===== src/inc/adc_seq_pkg.sv =====
// Purpose: shared constants and types for the conversion sequencer
// Assumes: 50 MHz reference clock
// Notes: times are held in ns and turned into cycle counts here
package adc_seq_pkg;
   localparam int CLK_PERIOD_NS = 20;
   localparam int VOLT_CONV_TIME_NS = 700000;
   localparam int REMOTE_CONV_TIME_NS = 7000000;
   localparam int LOCAL_CONV_TIME_NS = 1300000;
   localparam int CYCLE_DEFAULT_TIME_NS = 146500000;
   localparam int CYCLE_EXTENDED_TIME_NS = 240000000;
   // least times, so round up to whole cycles
   localparam int VOLT_CONV_CYCLES_DFLT = (VOLT_CONV_TIME_NS + CLK_PERIOD_NS - 1) / CLK_PERIOD_NS;
   localparam int REMOTE_CONV_CYCLES_DFLT = (REMOTE_CONV_TIME_NS + CLK_PERIOD_NS - 1) / CLK_PERIOD_NS;
   localparam int LOCAL_CONV_CYCLES_DFLT = (LOCAL_CONV_TIME_NS + CLK_PERIOD_NS - 1) / CLK_PERIOD_NS;
   localparam int CYCLE_DEFAULT_CYCLES_DFLT = (CYCLE_DEFAULT_TIME_NS + CLK_PERIOD_NS - 1) / CLK_PERIOD_NS;
   localparam int CYCLE_EXTENDED_CYCLES_DFLT = (CYCLE_EXTENDED_TIME_NS + CLK_PERIOD_NS - 1) / CLK_PERIOD_NS;
   localparam int CNT_W = 24;
   localparam int RAW_W = 11;
   localparam int RES_W = 10;
   localparam int ACC_W = 14;
   localparam int NUM_VOLT = 5;
   localparam int NUM_LIMIT = 10;
   localparam logic [3:0] AVG_LAST = 4'hf;
   localparam int AVG_SHIFT = 4;
   localparam logic [RES_W-1:0] RESULT_MAX = 10'h3ff;
   localparam logic [RES_W-1:0] VALUE_RESET = 10'h000;
   // register addresses
   localparam logic [7:0] ADDR_CONFIG_SIX = 8'h10;
   localparam logic [7:0] ADDR_VALUE_BASE = 8'h20;
   localparam logic [7:0] ADDR_VALUE_LAST = 8'h27;
   localparam logic [7:0] ADDR_LIMIT_STATUS = 8'h41;
   localparam logic [7:0] ADDR_LIMIT_BASE = 8'h44;
   localparam logic [7:0] ADDR_LIMIT_LAST = 8'h4d;
   localparam logic [7:0] ADDR_FAN1_MIN_HIGH = 8'h55;
   localparam logic [7:0] ADDR_CONFIG_TWO = 8'h73;
   localparam logic [7:0] ADDR_ATTEN_BYPASS = 8'h7d;
   // field positions
   localparam int CFG2_AVG_OFF_BIT = 4;
   localparam int CFG2_BYPASS_ALL_BIT = 5;
   localparam int CFG2_SINGLE_BIT = 6;
   localparam int CFG6_EXT_CYCLE_BIT = 7;
   localparam int SEL_MSB = 7;
   localparam int SEL_LSB = 5;
   localparam int BYP_2V5_BIT = 4;
   localparam int BYP_CORE_BIT = 5;
   localparam int BYP_5V_BIT = 6;
   localparam int BYP_12V_BIT = 7;
   // reset values
   localparam logic [7:0] CFG_RESET = 8'h00;
   localparam logic [7:0] LIMIT_LOW_RESET = 8'h00;
   localparam logic [7:0] LIMIT_HIGH_RESET = 8'hff;
   localparam logic [7:0] READ_ZERO = 8'h00;

   typedef enum logic [2:0] {
      CH_2V5, CH_CORE, CH_SUPPLY, CH_5V, CH_12V, CH_REMOTE1, CH_LOCAL, CH_REMOTE2
   } channel_t;

   typedef enum logic [1:0] {ST_START, ST_CONVERT, ST_STORE, ST_PASS_WAIT} seq_state_t;

   typedef struct packed {
      logic wr;
      logic rd;
      logic [7:0] addr;
      logic [7:0] wdata;
   } reg_req_t;

   typedef struct packed {
      logic start;
      channel_t channel;
      logic [NUM_VOLT-1:0] bypass;
   } conv_cmd_t;

   typedef struct packed {
      logic avg_off;
      logic single;
      logic ext;
   } seq_cfg_t;
endpackage


===== src/hdl/adc_conversion_sequencer.sv =====
// Purpose: sequences the multiplexed 10-bit converter over all channels
// Assumes: converter result on conv_data_i is stable when a slot ends
// Notes: settings are latched per measurement; bit 10 of raw is overrange
// Behaviour
// RULE1 - average sixteen conversions per channel, store only the average
// RULE2 - averaging-off bit stores each single conversion directly
// RULE3 - default round-robin pass lasts 146.5 ms
// RULE4 - slot times: voltage 0.7 ms, remote 7 ms, local 1.3 ms
// RULE5 - extended-cycle bit stretches the pass to 240 ms
// RULE6 - bypass-all bit removes attenuators on all five voltage inputs
// RULE7 - per-input bypass bits for 2.5 V, core, 5 V and 12 V
// RULE8 - single-channel bit converts only the selected channel
// RULE9 - single-channel mode reconverts and stores every 0.7 ms; code repeats at the selected channel's slot time plus two cycles
// RULE10 - three-bit select in the fan limit byte picks the channel
// RULE11 - channel select shares storage with the fan limit high byte
// RULE12 - 10-bit result, overrange saturates at 1023
// RULE13 - voltage values live at 0x20 to 0x24, reset to zero
// RULE14 - compare each voltage result with its limits, set status
// RULE15 - setting changes take effect at the next measurement
module adc_conversion_sequencer
   import adc_seq_pkg::*;
#(
   parameter int VOLT_CONV_CYCLES = VOLT_CONV_CYCLES_DFLT,
   parameter int REMOTE_CONV_CYCLES = REMOTE_CONV_CYCLES_DFLT,
   parameter int LOCAL_CONV_CYCLES = LOCAL_CONV_CYCLES_DFLT,
   parameter int CYCLE_DEFAULT_CYCLES = CYCLE_DEFAULT_CYCLES_DFLT,
   parameter int CYCLE_EXTENDED_CYCLES = CYCLE_EXTENDED_CYCLES_DFLT
)(
   input wire logic ref_clk_i,
   input wire logic reset_i,
   input wire reg_req_t reg_req_i,
   output logic [7:0] reg_rdata_o,
   output logic reg_rvalid_o,
   input wire logic [RAW_W-1:0] conv_data_i,
   output conv_cmd_t conv_cmd_o,
   output logic [NUM_VOLT-1:0] limit_status_o
);
   localparam logic [CNT_W-1:0] PASS_MAX = '1;

   seq_state_t state_reg, state_next;
   channel_t chan_reg, chan_next;
   logic [3:0] sample_reg, sample_next;
   logic [ACC_W-1:0] acc_reg, acc_next;
   logic [CNT_W-1:0] timer_reg, timer_next;
   logic [CNT_W-1:0] pass_reg, pass_next;
   logic [RES_W-1:0] result_reg, result_next;
   seq_cfg_t lat_reg, lat_next;
   conv_cmd_t cmd_reg, cmd_next;
   logic [7:0] cfg2_reg, cfg2_next;
   logic [7:0] cfg6_reg, cfg6_next;
   logic [7:0] byp_reg, byp_next;
   logic [7:0] fan1_high_reg, fan1_high_next;
   logic [7:0] limit_reg [NUM_LIMIT];
   logic [7:0] limit_next [NUM_LIMIT];
   logic [NUM_VOLT-1:0] status_reg, status_next;
   logic [7:0] other_reg, other_next;
   logic is_value_reg, is_value_next;
   logic rd_pend_reg;
   logic [7:0] rdata_reg, rdata_next;
   logic rvalid_reg;
   logic [RES_W-1:0] mem_rdata;
   logic [ACC_W-1:0] sum;
   logic [RES_W-1:0] sat;
   logic avg_bypass;
   logic exceed;
   logic store_wr;
   logic [CNT_W-1:0] pass_target;
   channel_t ch_now;
   logic [NUM_VOLT-1:0] bypass_vec;

   function automatic logic [CNT_W-1:0] conv_load(input channel_t ch);
      logic [CNT_W-1:0] v;
      unique case (ch)
         CH_REMOTE1, CH_REMOTE2: v = CNT_W'(REMOTE_CONV_CYCLES - 1);
         CH_LOCAL: v = CNT_W'(LOCAL_CONV_CYCLES - 1);
         default: v = CNT_W'(VOLT_CONV_CYCLES - 1);
      endcase
      return v;
   endfunction

   // settings seen by the next measurement
   always_comb begin
      // select bits read straight from the fan limit byte, see RULE10 see RULE11
      ch_now = cfg2_reg[CFG2_SINGLE_BIT] ? channel_t'(fan1_high_reg[SEL_MSB:SEL_LSB]) : chan_reg;
      // supply input has no individual bypass, see RULE6 see RULE7
      bypass_vec = {5{cfg2_reg[CFG2_BYPASS_ALL_BIT]}} |
                   {byp_reg[BYP_12V_BIT], byp_reg[BYP_5V_BIT], 1'b0,
                    byp_reg[BYP_CORE_BIT], byp_reg[BYP_2V5_BIT]};
      // single mode never averages, so each slot updates the value, see RULE9
      avg_bypass = lat_reg.avg_off | lat_reg.single;
      // overrange saturates, see RULE12
      sat = conv_data_i[RAW_W-1] ? RESULT_MAX : conv_data_i[RES_W-1:0];
      sum = acc_reg + ACC_W'(sat);
      pass_target = lat_reg.ext ? CNT_W'(CYCLE_EXTENDED_CYCLES) : CNT_W'(CYCLE_DEFAULT_CYCLES);
      store_wr = (state_reg == ST_STORE);
      exceed = (result_reg[RES_W-1:2] > limit_reg[{chan_reg, 1'b1}]) |
               (result_reg[RES_W-1:2] < limit_reg[{chan_reg, 1'b0}]);
   end

   // sequencer next state
   always_comb begin
      state_next = state_reg;
      chan_next = chan_reg;
      sample_next = sample_reg;
      acc_next = acc_reg;
      timer_next = timer_reg;
      result_next = result_reg;
      lat_next = lat_reg;
      cmd_next = cmd_reg;
      cmd_next.start = 1'b0;
      pass_next = (pass_reg == PASS_MAX) ? pass_reg : pass_reg + CNT_W'(1);
      unique case (state_reg)
         ST_START: begin
            // settings captured only here, see RULE15
            lat_next.avg_off = cfg2_reg[CFG2_AVG_OFF_BIT];
            lat_next.single = cfg2_reg[CFG2_SINGLE_BIT]; // see RULE8
            lat_next.ext = cfg6_reg[CFG6_EXT_CYCLE_BIT];
            chan_next = ch_now;
            cmd_next.start = 1'b1;
            cmd_next.channel = ch_now;
            cmd_next.bypass = bypass_vec;
            timer_next = conv_load(ch_now); // see RULE4
            sample_next = 4'h0;
            acc_next = '0;
            state_next = ST_CONVERT;
         end
         ST_CONVERT: begin
            if (timer_reg == '0) begin
               if (avg_bypass) begin
                  result_next = sat; // see RULE2
                  state_next = ST_STORE;
               end else if (sample_reg == AVG_LAST) begin
                  result_next = sum[ACC_W-1:AVG_SHIFT]; // see RULE1
                  state_next = ST_STORE;
               end else begin
                  acc_next = sum;
                  sample_next = sample_reg + 4'h1;
                  timer_next = conv_load(chan_reg);
                  cmd_next.start = 1'b1;
               end
            end else begin
               timer_next = timer_reg - CNT_W'(1);
            end
         end
         ST_STORE: begin
            if (lat_reg.single) begin
               state_next = ST_START;
            end else if (chan_reg == CH_REMOTE2) begin
               state_next = ST_PASS_WAIT;
            end else begin
               chan_next = channel_t'(chan_reg + 3'd1);
               state_next = ST_START;
            end
         end
         ST_PASS_WAIT: begin
            // pad the pass to its cycle time only when averaging, see RULE3 see RULE5
            if (lat_reg.avg_off || pass_reg >= pass_target) begin
               chan_next = CH_2V5;
               pass_next = '0;
               state_next = ST_START;
            end
         end
      endcase
   end

   // register writes, status and read path
   always_comb begin
      cfg2_next = cfg2_reg;
      cfg6_next = cfg6_reg;
      byp_next = byp_reg;
      fan1_high_next = fan1_high_reg;
      for (int i = 0; i < NUM_LIMIT; i++) begin
         limit_next[i] = limit_reg[i];
      end
      status_next = status_reg;
      other_next = READ_ZERO;
      is_value_next = 1'b0;
      rdata_next = rdata_reg;
      if (reg_req_i.wr) begin
         unique case (reg_req_i.addr)
            ADDR_CONFIG_TWO: cfg2_next = reg_req_i.wdata;
            ADDR_CONFIG_SIX: cfg6_next = reg_req_i.wdata;
            ADDR_ATTEN_BYPASS: byp_next = reg_req_i.wdata;
            ADDR_FAN1_MIN_HIGH: fan1_high_next = reg_req_i.wdata; // see RULE11
            default: begin
               if (reg_req_i.addr >= ADDR_LIMIT_BASE && reg_req_i.addr <= ADDR_LIMIT_LAST) begin
                  limit_next[4'(reg_req_i.addr - ADDR_LIMIT_BASE)] = reg_req_i.wdata;
               end
            end
         endcase
      end
      if (reg_req_i.rd) begin
         unique case (reg_req_i.addr)
            ADDR_CONFIG_TWO: other_next = cfg2_reg;
            ADDR_CONFIG_SIX: other_next = cfg6_reg;
            ADDR_ATTEN_BYPASS: other_next = byp_reg;
            ADDR_FAN1_MIN_HIGH: other_next = fan1_high_reg;
            ADDR_LIMIT_STATUS: begin
               other_next = 8'(status_reg);
               status_next = '0; // clear on read
            end
            default: begin
               if (reg_req_i.addr >= ADDR_LIMIT_BASE && reg_req_i.addr <= ADDR_LIMIT_LAST) begin
                  other_next = limit_reg[4'(reg_req_i.addr - ADDR_LIMIT_BASE)];
               end
               is_value_next = (reg_req_i.addr >= ADDR_VALUE_BASE) && (reg_req_i.addr <= ADDR_VALUE_LAST);
            end
         endcase
      end
      // a fresh limit event wins over a same-cycle read clear, see RULE14
      if (store_wr && chan_reg <= CH_12V && exceed) begin
         status_next[chan_reg] = 1'b1;
      end
      if (rd_pend_reg) begin
         rdata_next = is_value_reg ? mem_rdata[RES_W-1:2] : other_reg;
      end
   end

   always_ff @(posedge ref_clk_i) begin
      if (reset_i) begin
         state_reg <= ST_START;
         chan_reg <= CH_2V5;
         sample_reg <= 4'h0;
         acc_reg <= '0;
         timer_reg <= '0;
         pass_reg <= '0;
         result_reg <= VALUE_RESET;
         lat_reg <= '0;
         cmd_reg <= '0;
         cfg2_reg <= CFG_RESET;
         cfg6_reg <= CFG_RESET;
         byp_reg <= CFG_RESET;
         fan1_high_reg <= CFG_RESET;
         for (int i = 0; i < NUM_LIMIT; i++) begin
            limit_reg[i] <= i[0] ? LIMIT_HIGH_RESET : LIMIT_LOW_RESET;
         end
         status_reg <= '0;
         other_reg <= READ_ZERO;
         is_value_reg <= 1'b0;
         rd_pend_reg <= 1'b0;
         rdata_reg <= READ_ZERO;
         rvalid_reg <= 1'b0;
      end else begin
         state_reg <= state_next;
         chan_reg <= chan_next;
         sample_reg <= sample_next;
         acc_reg <= acc_next;
         timer_reg <= timer_next;
         pass_reg <= pass_next;
         result_reg <= result_next;
         lat_reg <= lat_next;
         cmd_reg <= cmd_next;
         cfg2_reg <= cfg2_next;
         cfg6_reg <= cfg6_next;
         byp_reg <= byp_next;
         fan1_high_reg <= fan1_high_next;
         for (int i = 0; i < NUM_LIMIT; i++) begin
            limit_reg[i] <= limit_next[i];
         end
         status_reg <= status_next;
         other_reg <= other_next;
         is_value_reg <= is_value_next;
         rd_pend_reg <= reg_req_i.rd;
         rdata_reg <= rdata_next;
         rvalid_reg <= rd_pend_reg;
      end
   end

   // results land only in the store cycle, see RULE13 see RULE15
   value_store #(.WIDTH(RES_W), .DEPTH(8), .AW(3)) u_store (
      .ref_clk_i(ref_clk_i),
      .reset_i(reset_i),
      .wr_en_i(store_wr),
      .wr_addr_i(3'(chan_reg)),
      .wr_data_i(result_reg),
      .rd_addr_i(reg_req_i.addr[2:0]),
      .rd_data_o(mem_rdata)
   );

   assign conv_cmd_o = cmd_reg;
   assign reg_rdata_o = rdata_reg;
   assign reg_rvalid_o = rvalid_reg;
   assign limit_status_o = status_reg;

   // checks
   property p_avg_sixteen;
      @(posedge ref_clk_i) disable iff (reset_i)
      (state_reg == ST_STORE && !avg_bypass) |-> $past(sample_reg) == AVG_LAST;
   endproperty
   a_avg_sixteen: assert property (p_avg_sixteen) else $error("average stored early"); // see RULE1

   property p_no_avg;
      @(posedge ref_clk_i) disable iff (reset_i)
      (state_reg == ST_CONVERT && timer_reg == '0 && lat_reg.avg_off) |=>
         state_reg == ST_STORE && result_reg == $past(sat);
   endproperty
   a_no_avg: assert property (p_no_avg) else $error("single result not stored"); // see RULE2

   property p_pass_default;
      @(posedge ref_clk_i) disable iff (reset_i)
      (state_reg == ST_PASS_WAIT && !lat_reg.avg_off && !lat_reg.ext) ##1 state_reg == ST_START |->
         $past(pass_reg) >= CNT_W'(CYCLE_DEFAULT_CYCLES);
   endproperty
   a_pass_default: assert property (p_pass_default) else $error("pass ended early"); // see RULE3

   property p_slot_time;
      @(posedge ref_clk_i) disable iff (reset_i)
      cmd_reg.start |-> timer_reg == conv_load(cmd_reg.channel);
   endproperty
   a_slot_time: assert property (p_slot_time) else $error("wrong slot length"); // see RULE4

   property p_pass_ext;
      @(posedge ref_clk_i) disable iff (reset_i)
      (state_reg == ST_PASS_WAIT && !lat_reg.avg_off && lat_reg.ext) ##1 state_reg == ST_START |->
         $past(pass_reg) >= CNT_W'(CYCLE_EXTENDED_CYCLES);
   endproperty
   a_pass_ext: assert property (p_pass_ext) else $error("extended pass ended early"); // see RULE5

   property p_bypass_all;
      @(posedge ref_clk_i) disable iff (reset_i)
      (state_reg == ST_START && cfg2_reg[CFG2_BYPASS_ALL_BIT]) |=> cmd_reg.bypass == '1;
   endproperty
   a_bypass_all: assert property (p_bypass_all) else $error("attenuator left in"); // see RULE6

   property p_single_sel;
      @(posedge ref_clk_i) disable iff (reset_i)
      (state_reg == ST_START && cfg2_reg[CFG2_SINGLE_BIT]) |=>
         cmd_reg.channel == channel_t'($past(fan1_high_reg[SEL_MSB:SEL_LSB])) ##1 state_reg == ST_CONVERT;
   endproperty
   a_single_sel: assert property (p_single_sel) else $error("wrong single channel"); // see RULE8

   property p_saturate;
      @(posedge ref_clk_i) disable iff (reset_i)
      (state_reg == ST_CONVERT && timer_reg == '0 && avg_bypass && conv_data_i[RAW_W-1]) |=>
         result_reg == RESULT_MAX;
   endproperty
   a_saturate: assert property (p_saturate) else $error("overrange not saturated"); // see RULE12

   property p_status_set;
      @(posedge ref_clk_i) disable iff (reset_i)
      (store_wr && chan_reg <= CH_12V && exceed) |=> status_reg[$past(chan_reg)];
   endproperty
   a_status_set: assert property (p_status_set) else $error("limit status missed"); // see RULE14
endmodule


===== src/hdl/value_store.sv =====
// Purpose: per-channel result storage, one word per channel
// Assumes: one write and one read port, same clock
// Notes: read data is registered, one cycle after the address
module value_store
   import adc_seq_pkg::*;
#(
   parameter int WIDTH = RES_W,
   parameter int DEPTH = 8,
   parameter int AW = 3
)(
   input wire logic ref_clk_i,
   input wire logic reset_i,
   input wire logic wr_en_i,
   input wire logic [AW-1:0] wr_addr_i,
   input wire logic [WIDTH-1:0] wr_data_i,
   input wire logic [AW-1:0] rd_addr_i,
   output logic [WIDTH-1:0] rd_data_o
);
   logic [WIDTH-1:0] mem_reg [DEPTH];
   logic [WIDTH-1:0] mem_next [DEPTH];
   logic [WIDTH-1:0] rd_reg;
   logic [WIDTH-1:0] rd_next;

   // whole word written at once, so a reader never sees half an update
   always_comb begin
      for (int i = 0; i < DEPTH; i++) begin
         mem_next[i] = mem_reg[i];
      end
      if (wr_en_i) begin
         mem_next[wr_addr_i] = wr_data_i;
      end
      rd_next = mem_reg[rd_addr_i];
   end

   // cleared on reset, see RULE13
   always_ff @(posedge ref_clk_i) begin
      if (reset_i) begin
         for (int i = 0; i < DEPTH; i++) begin
            mem_reg[i] <= VALUE_RESET;
         end
         rd_reg <= VALUE_RESET;
      end else begin
         for (int i = 0; i < DEPTH; i++) begin
            mem_reg[i] <= mem_next[i];
         end
         rd_reg <= rd_next;
      end
   end

   assign rd_data_o = rd_reg;
endmodule


===== config.mk =====
export PLATFORM = sky130hd
export DESIGN_NAME = adc_conversion_sequencer
export DESIGN_NICKNAME = d
export VERILOG_FILES = /design/src/inc/adc_seq_pkg.sv /design/src/hdl/adc_conversion_sequencer.sv /design/src/hdl/value_store.sv
export SDC_FILE = /design/constraint.sdc
export NUM_CORES = 1
export LEC_CHECK = 0
export ABC_AREA = 1
export BUFFER_PORTS_ARGS = -buffer_cell sky130_fd_sc_hd__buf_2
export CAP_MARGIN = 5
export CORE_MARGIN = 2
export CORE_UTILIZATION = 50
export DETAILED_ROUTE_END_ITERATION = 10
export PLACE_DENSITY = 0.66
export SYNTH_ARGS = -nofsm -noshare
export SYNTH_HDL_FRONTEND = slang
export SYNTH_HIERARCHICAL = 1
export SYNTH_SLANG_ARGS = --single-unit

===== constraint.sdc =====
create_clock -name ref_clk_i -period 4.3 [get_ports ref_clk_i]
set_clock_uncertainty 0.15 [all_clocks]
set_input_delay 0.215 -clock ref_clk_i [delete_from_list [all_inputs] [get_ports ref_clk_i]]
set_output_delay 0.215 -clock ref_clk_i [all_outputs]
set_load 0.1 [all_outputs]

## Yosys cells after proc, flatten, opt, wreduce, memory -nomap -nowiden

Memories as Yosys holds them, arrays and structs flattened. A register that Yosys moved wholly into a read port is not among the register bits.
Cells that the tools add are included.

| cells by class | value |
|---|---|
| add/subtract/negate cells | 6 |
| multipliers | 0 |
| div/mod/pow operators | 0 |
| magnitude comparators | 14 |
| eq/ne operators | 25 |
| shift-type cells | 0 |
| multiplexer cells | 80 |
| bitwise gates (word level) | 25 |
| reduce and logical (&&, ||, !) cells | 27 |

Operator list:

| kind | count |
|---|---|
| $mux 80 | 4 |
| $mux 24 | 7 |
| $bwmux 80 | 2 |
| $mux 10 | 12 |
| $mux 8 | 13 |
| $pmux 19 s2 | 2 |
| $pmux 24 s2 | 1 |
| $mux 14 | 3 |
| $pmux 8 s5 | 1 |
| $demux 8 s4 | 1 |
| $eq 8x7->1 const B | 4 |
| $demux 10 s3 | 1 |
| $mux 4 | 7 |
| $pmux 14 s2 | 1 |
| $add 24x1->24 const B | 1 |
| $eq 24x24->1 const B | 1 |
| $ge 24x24->1 | 1 |
| $logic_not 24->1 | 1 |
| $sub 24x1->24 const B | 1 |
| $or 1x1->1 | 20 |
| $eq 3x3->1 const B | 6 |
| $mux 5 | 3 |
| $add 14x10->14 | 1 |
| $mux 2 | 6 |
| 44 further kinds | 77 |

| word-level totals | value |
|---|---|
| register bits after elaboration | 149 |
| bits in latches | 0 |
| memory bits (writable) | 160 |
| memory bits (read-only) | 0 |
| input bits | 31 |
| output and inout port bits | 23 |
| word-level logic and storage cells | 202 |
| memories | 2 |

Memory list:

| memory | depth | width | rd ports | clocked after memory_dff | write ports | RTL line | source |
|---|---|---|---|---|---|---|---|
| limit_reg | 10 | 8 | 13 | 2 | 10 | adc_conversion_sequencer.sv:53 | `logic [7:0] limit_reg [NUM_LIMIT];` |
| u_store.mem_reg | 8 | 10 | 9 | 1 | 8 | value_store.sv:19 | `logic [WIDTH-1:0] mem_reg [DEPTH];` |

## Logic depth before layout (Yosys ltp)

Gate-level depths: netlist of run 1.

| logic depth | value |
|---|---|
| word-level depth | 11 |
| depth in mapped cells | 16 |
| mapped depth without buffers | 15 |

## Hierarchy

Netlist of run 1, hierarchy kept.

By module, submodules not included:

| module | instances | cells each | area an instance (µm²) | seq. area each (µm²) |
|---|---|---|---|---|
| adc_conversion_sequencer | 1 | 1715 | 12291.8 | 4644.5 |
| value_store | 1 | 562 | 4028.9 | 1801.7 |

## Worst setup path after synthesis of run 1

Ideal clock, no wire load.

| timing path | value |
|---|---|
| path type | reg2reg |
| start | register with a tool-made name |
| end | register status_reg[0], in the netlist limit_status_o[0] |
| arrival time | 2.113 ns |
| path slack | 1.966 ns |
| cell stages (with the launch flop) | 15 |
| period minus slack after synthesis | 2.334 ns |
| cell sequence | dfxtp_1 > clkbuf_1 > clkbuf_1 > o21ai_0 > o22ai_1 > mux2i_1 > ha_1 > nand2_1 > o21ai_0 > nand2_1 > o211ai_1 > o21ai_0 > nand2_1 > nand3_1 > a21oi_1 |

RTL lines:

| what | RTL line | source |
|---|---|---|
| to (signal assigned) | adc_conversion_sequencer.sv:260 | `status_reg <= status_next;` |
| to (decl) | adc_conversion_sequencer.sv:55 | `logic [NUM_VOLT-1:0] status_reg, status_next;` |

==> flow_summary.toml, run 1 <==
[cells_and_area]
final_util_pct = 56.0
fillers = 2946
largest_reg_flops = 80
nNetsFinal = 2256
syn_to_final_growth_pct = 10.5
final_layout_size_suffix_gt1_share_pct = 8.05
diodes = 0

[sta]
fmax_mhz = 332
rsz0062_at_grt = "false"
finalSetupViolCount = 0
tightest_slew_ns = 1.03
hold_viol = 0
drv_slew = 0
fin_crit_ns = 3.01
max-slew-margin-rel_pct = 31.0
period_share_pct = 70.0
hold_ws_ns = 0.0649
tns_ns = 0

[worst_setup_path]
crit_arrival_ns = 3.29
cp.required_ns = 4.58
cp-end-kind = "flop"
path_max_fanout = 43
start_kind = "flop"
criticalPathCategory = "reg2reg"
reg2reg_slack_ns = 1.29
endpoint = "limit_status_o[0]"
reg2reg_to = "limit_status_o[0]"
reg2reg_depth = 14

[pwr]
seq_power_share_pct = 43.7
vdd_drop_max_uv = 340
p_per_area_mw_per_mm2 = 383
total_leakage_power_uw = 0.00717
switching_share_pct = 25.2
p_switching_uw = 1650
totalPowerFinal_uw = 6560
power_frac_comb_pct = 9.0
clockPowerShare_pct = 47.3
p_int_uw = 4910

[clock_network]
clock-root-buffer = "clkbuf_16"
cts.sinks = 302
clock_latency_ns = 0.52
cts_made_buffers = 35
clk_pin_slew_ns = 0.06
cts_buffer_depth = 3
htree_levels = 2
tritoncts = "yes"

[die]
rows = 64
chipWidth_um = 180
die_area_mm2 = 0.0325
initial_core_util_pct = 50.7
die-height_um = 180
ioPinCount = 54
coreArea_mm2 = 0.0306

[run_status]
status = "completed"

[global_route]
grt_pass1_wl_um = 71200
grt_use_total_pct = 26.6
antenna_found_initial = 0
grt_max_degree = 76
overflow = 0
grt_pass1_vias = 13200

[routing]
post_drt_wl_per_cell_um = 17.2
drc = 0
drtIter0Drc = 1442
vias = 14600
ant_nets = 0
dr.pass1.iters = 8
wirelength_um = 44700
via_per_inst = 5.64

[logic_synthesis]
synth_nets = 2251
syn-instance-count = 2167
syn-cell-area_mm2 = 0.0155
ys_warn_count = 6
syn_avg_cell_area_um2 = 7.16

[place]
dp_hpwl_um = 31300
place_congestion = 0.961
portBuffers = 53

[run]
drv_cap = 0

[hold_path]
worstHoldPathCells = 5
hold_class = "in2reg"
==> power groups by stage <==
stage               combinational, uW  sequential, uW  clock [uW]
CTS                               579            2870        3150
finish                            589            2870        3110
global route                      648            2870        3260
detailed placement                563            2930           0
global placement                  557            2930           0
floorplan                         370            2980           0
==> per-stage QoR <==
stage	worst slack [ns]	instances	area [um2]
floorplan	1.97	2167	15500
global placement	1.37	2512	15700
detailed placement	1.29	2512	15700
CTS	1.27	2594	17100
global route	1.02	2594	17100
finish	1.29	2594	17100
==> worst max-delay path, cell delays in order (launching register included) <==
cell	delay [ns]
dfxtp_1	0.30
buf_4	0.24
inv_1	0.51
o21ai_0	0.17
o22ai_1	0.24
mux2i_1	0.12
ha_1	0.29
nand2_1	0.06
o21ai_0	0.15
nand2_1	0.06
o211ai_1	0.07
o21ai_0	0.12
nand2_1	0.19
nand3_1	0.11
a21oi_1	0.12
==> cells in the final DEF, fill, tap and decap left out, drive strengths merged, types with 3 or more instances in the layout <==
master       count
nor4             6
o21ai          226
a31oi            5
nand4           21
o21a             6
xnor2            7
a22o             3
inv            248
o211ai          46
a221oi           5
nand2          395
nand3          131
nand3b           5
ha              52
a211oi          11
o31ai           10
xor2            28
o22ai           47
clkbuf          53
dlygate4sd3     19
a21oi          272
o2111ai          6
or2             11
dfxtp          302
nor3            31
clkinv          12
nor2           168
buf             61
==> final cells by class <==
cell class | instances | area (um2) | area share, %
multi-input combinational | 1500 | 7900 | 46.1
sequential | 302 | 6050 | 35.3
clock buffer | 53 | 1120 | 6.51
inverter | 253 | 955 | 5.57
timing repair buffer | 80 | 515 | 3.01
tap | 396 | 495 | 2.89
clock inverter | 10 | 106 | 0.621
==> worst min path at each step <==
stage,from,to,slack [ns]
final,conv_data_i[4],result_reg[4],0.06
after global routing,conv_data_i[4],result_reg[4],0.11
after CTS,conv_data_i[4],result_reg[4],0.05
after detailed placement,fan1_high_reg[3],fan1_high_reg[3],0.29
after global placement,fan1_high_reg[3],fan1_high_reg[3],0.28
after floorplan,reg_req_i[11],is_value_reg,0.15
==> timing repair <==
item                                   4_1_cts  5_1_grt
gates resized for setup                      0        0
endpoints found under the hold margin       52        0
hold buffers                                19        0
setup buffers                                0        0
==> per-layer routing <==
| metal | GRT usage [%] | vias to the layer above | wire (um) |
|---|---|---|---|
| met5 | 0 | - | 0 |
| met4 | 5.81 | 0 | 734 |
| met3 | 4.02 | 64 | 3220 |
| met2 | 40.2 | 530 | 19200 |
| met1 | 40.0 | 6720 | 21600 |
| li1 | - | 7307 | - |
No activity file was read; power rests on OpenSTA's default activity.
==> inputs of run 2 (changes only) <==
--- a/config.mk
+++ b/config.mk
@@ -11,7 +11,7 @@
 export CORE_MARGIN = 2
 export CORE_UTILIZATION = 50
 export DETAILED_ROUTE_END_ITERATION = 10
-export PLACE_DENSITY = 0.66
+export PLACE_DENSITY = 0.69
 export SYNTH_ARGS = -nofsm -noshare
 export SYNTH_HDL_FRONTEND = slang
 export SYNTH_HIERARCHICAL = 1
==> constraint.sdc (replaced) <==
create_clock -name ref_clk_i -period 2.48 [get_ports ref_clk_i]
set_clock_uncertainty 0.15 [all_clocks]
set_input_delay 0.124 -clock ref_clk_i [delete_from_list [all_inputs] [get_ports ref_clk_i]]
set_output_delay 0.124 -clock ref_clk_i [all_outputs]
set_load 0.1 [all_outputs]
==> run 2 against run 1 <==
Against the previous run: count of clock-buffer cells in the layout unchanged; cell count up 2.4%; sequential power up 74%; setup slack worse by 1.2 ns.
==> flow_summary.toml, run 2 (synthesized netlist as in run 1, its figures left out) <==
[cells_and_area]
largest_reg_flops = 80
final_common_cell = "nand2_1"
final_cell_mix = "380 x nand2_1, 300 x dfxtp_1, 270 x a21oi_1"
fin_area_mm2 = 0.0177
ff_latch_area_mm2 = 0.00605
diodes = 0
fillers = 2892
multi_input_area_mm2 = 0.00796
final_util_pct = 57.9
nNetsFinal = 2321
syn_to_final_growth_pct = 14.2
final_layout_size_suffix_gt1_share_pct = 11.3

[global_route]
overflow = 0
grt_pass1_vias = 13900
grt_pass1_wl_um = 74300
grt_max_degree = 71
grt_use_total_pct = 27.8
antenna_found_initial = 0

[routing]
drc = 0
via_per_inst = 5.70
wirelength_um = 46900
post_drt_wl_per_cell_um = 17.7
ant_nets = 0
drtIter0Drc = 1807
vias = 15100
dr.pass1.iters = 7

[place]
place_congestion = 0.961
portBuffers = 53
dp_hpwl_um = 32800
dpl_cell_area_mm2 = 0.0162

[worst_setup_path]
cp.buffers_inverters = 1
path_cells = "clkbuf_16 > o21ai_0 > o22ai_1 > mux2i_1 > ha_1 > nand2_1 > nor2_2 > nand2_1 > o211ai_1 > o21ai_1 > nand2_2 > nand3_1 > a21oi_1"
crit_slowest_cell = "dfxtp_4"
cp-end-kind = "flop"
max_stage_delay_ns = 0.38
critPathTopFamily = "compound AO/OA/AOI/OAI gates"
start_kind = "flop"
path_max_fanout = 17
cpMostUsedCell = "nand2_1"
criticalPathCategory = "reg2reg"
crit_arrival_ns = 2.60
cp.required_ns = 2.70

[pwr]
power_frac_comb_pct = 9.6
switching_share_pct = 25.3
clockPowerShare_pct = 46.4
totalPowerFinal_uw = 11300
p_per_area_mw_per_mm2 = 639
seq_power_share_pct = 44.0
p_switching_uw = 2860
p_int_uw = 8460
total_leakage_power_uw = 0.00750
vdd_drop_max_uv = 534

[hold_path]
hold_class = "in2reg"

[sta]
hold_ws_ns = 0.0203
drv_slew = 0
hold_viol = 0
tightest_slew_ns = 0.622
fmax_mhz = 420
fin_crit_ns = 2.38
max-slew-margin-rel_pct = 58.4
period_share_pct = 95.9
rsz0062_at_grt = "true"
finalSetupViolCount = 0

[die]
rows = 64
chipWidth_um = 180
ioPinCount = 54
initial_core_util_pct = 50.7
coreArea_mm2 = 0.0306
die-height_um = 180
die_area_mm2 = 0.0325

[clock_network]
cts_buffer_depth = 3
htree_levels = 2
clock-root-buffer = "clkbuf_16"
cts.sinks = 302
clock_latency_ns = 0.51
tritoncts = "yes"
cts_made_buffers = 35
clk_pin_slew_ns = 0.06

[run]
drv_cap = 0

[run_status]
status = "completed"
-- run 2: changes by cell type in the layout (fill, tap and decap cells not counted), moves of 5 or more --
cell     before  now
o21ai_1      32   44
buf_4         8   64
o21ai_0     189  176
nand2_1     385  380
nand2_2       9   14
-- run 2: path summary, 6_finish.rpt --
check	slack, ns	startpoint	to	cells after the start
worst max-delay path	0.10	flop	limit_status_o[4]	13
worst min-delay path	0.02	conv_data_i[2]	result_reg[2]	4
worst max register to register	0.10	flop	limit_status_o[4]	13
worst min register to register	0.30	u_store/mem_reg[4][5]	u_store/mem_reg[4][5]	2
-- run 2: repair_timing --
action                                  in CTS  in global routing
hold buffers                                23                  0
endpoints found under the setup margin       5                 37
setup buffers                                0                  2
endpoints found under the hold margin      108                  0
gates resized for setup                      4                 34
pin swaps                                    1                  6
gates cloned                                 0                  1
-- run 2: power by group through the flow --
stage	Combinational, uW	Sequential, uW	Clock [uW]
after floorplan	641	5160	0
after global placement	1010	5080	0
after detailed placement	1020	5080	0
after CTS	1050	4980	5320
after global routing	1200	4990	5520
final	1090	4980	5250
-- run 2: area by class of cell --
cell class,count,share of cell area [%]
multi-input cells,1500,44.9
well taps,396,2.80
flip-flops and latches,302,34.2
inverters,253,5.39
clock inverters,8,0.551
clock buffers,53,6.07
repair buffers,145,6.10
-- run 2: worst min-delay path: stages --
cell and delay, ns:
buf_2 0.09, or2_2 0.11, a21oi_1 0.07, a221oi_1 0.22
-- run 2: stage by stage --
stage | std cells | setup TNS [ns] | setup WS, ns
final | 2657 | 0 | 0.102
after global routing | 2657 | -0.182 | -0.0435
after CTS | 2654 | 0 | 0.0415
after detailed placement | 2570 | -0.960 | -0.206
after global placement | 2570 | -0.533 | -0.112
after floorplan | 2167 | 0 | 0.146
-- run 2: per-layer routing --
| metal | vias up | track usage [%] | part of all wire [%] |
|---|---|---|---|
| li1 | 7426 | - | - |
| met1 | 7042 | 39.6 | 46 |
| met2 | 592 | 43.0 | 44 |
| met3 | 77 | 5.36 | 8.2 |
| met4 | 0 | 7.71 | 2.3 |
| met5 | - | 0 | 0 |
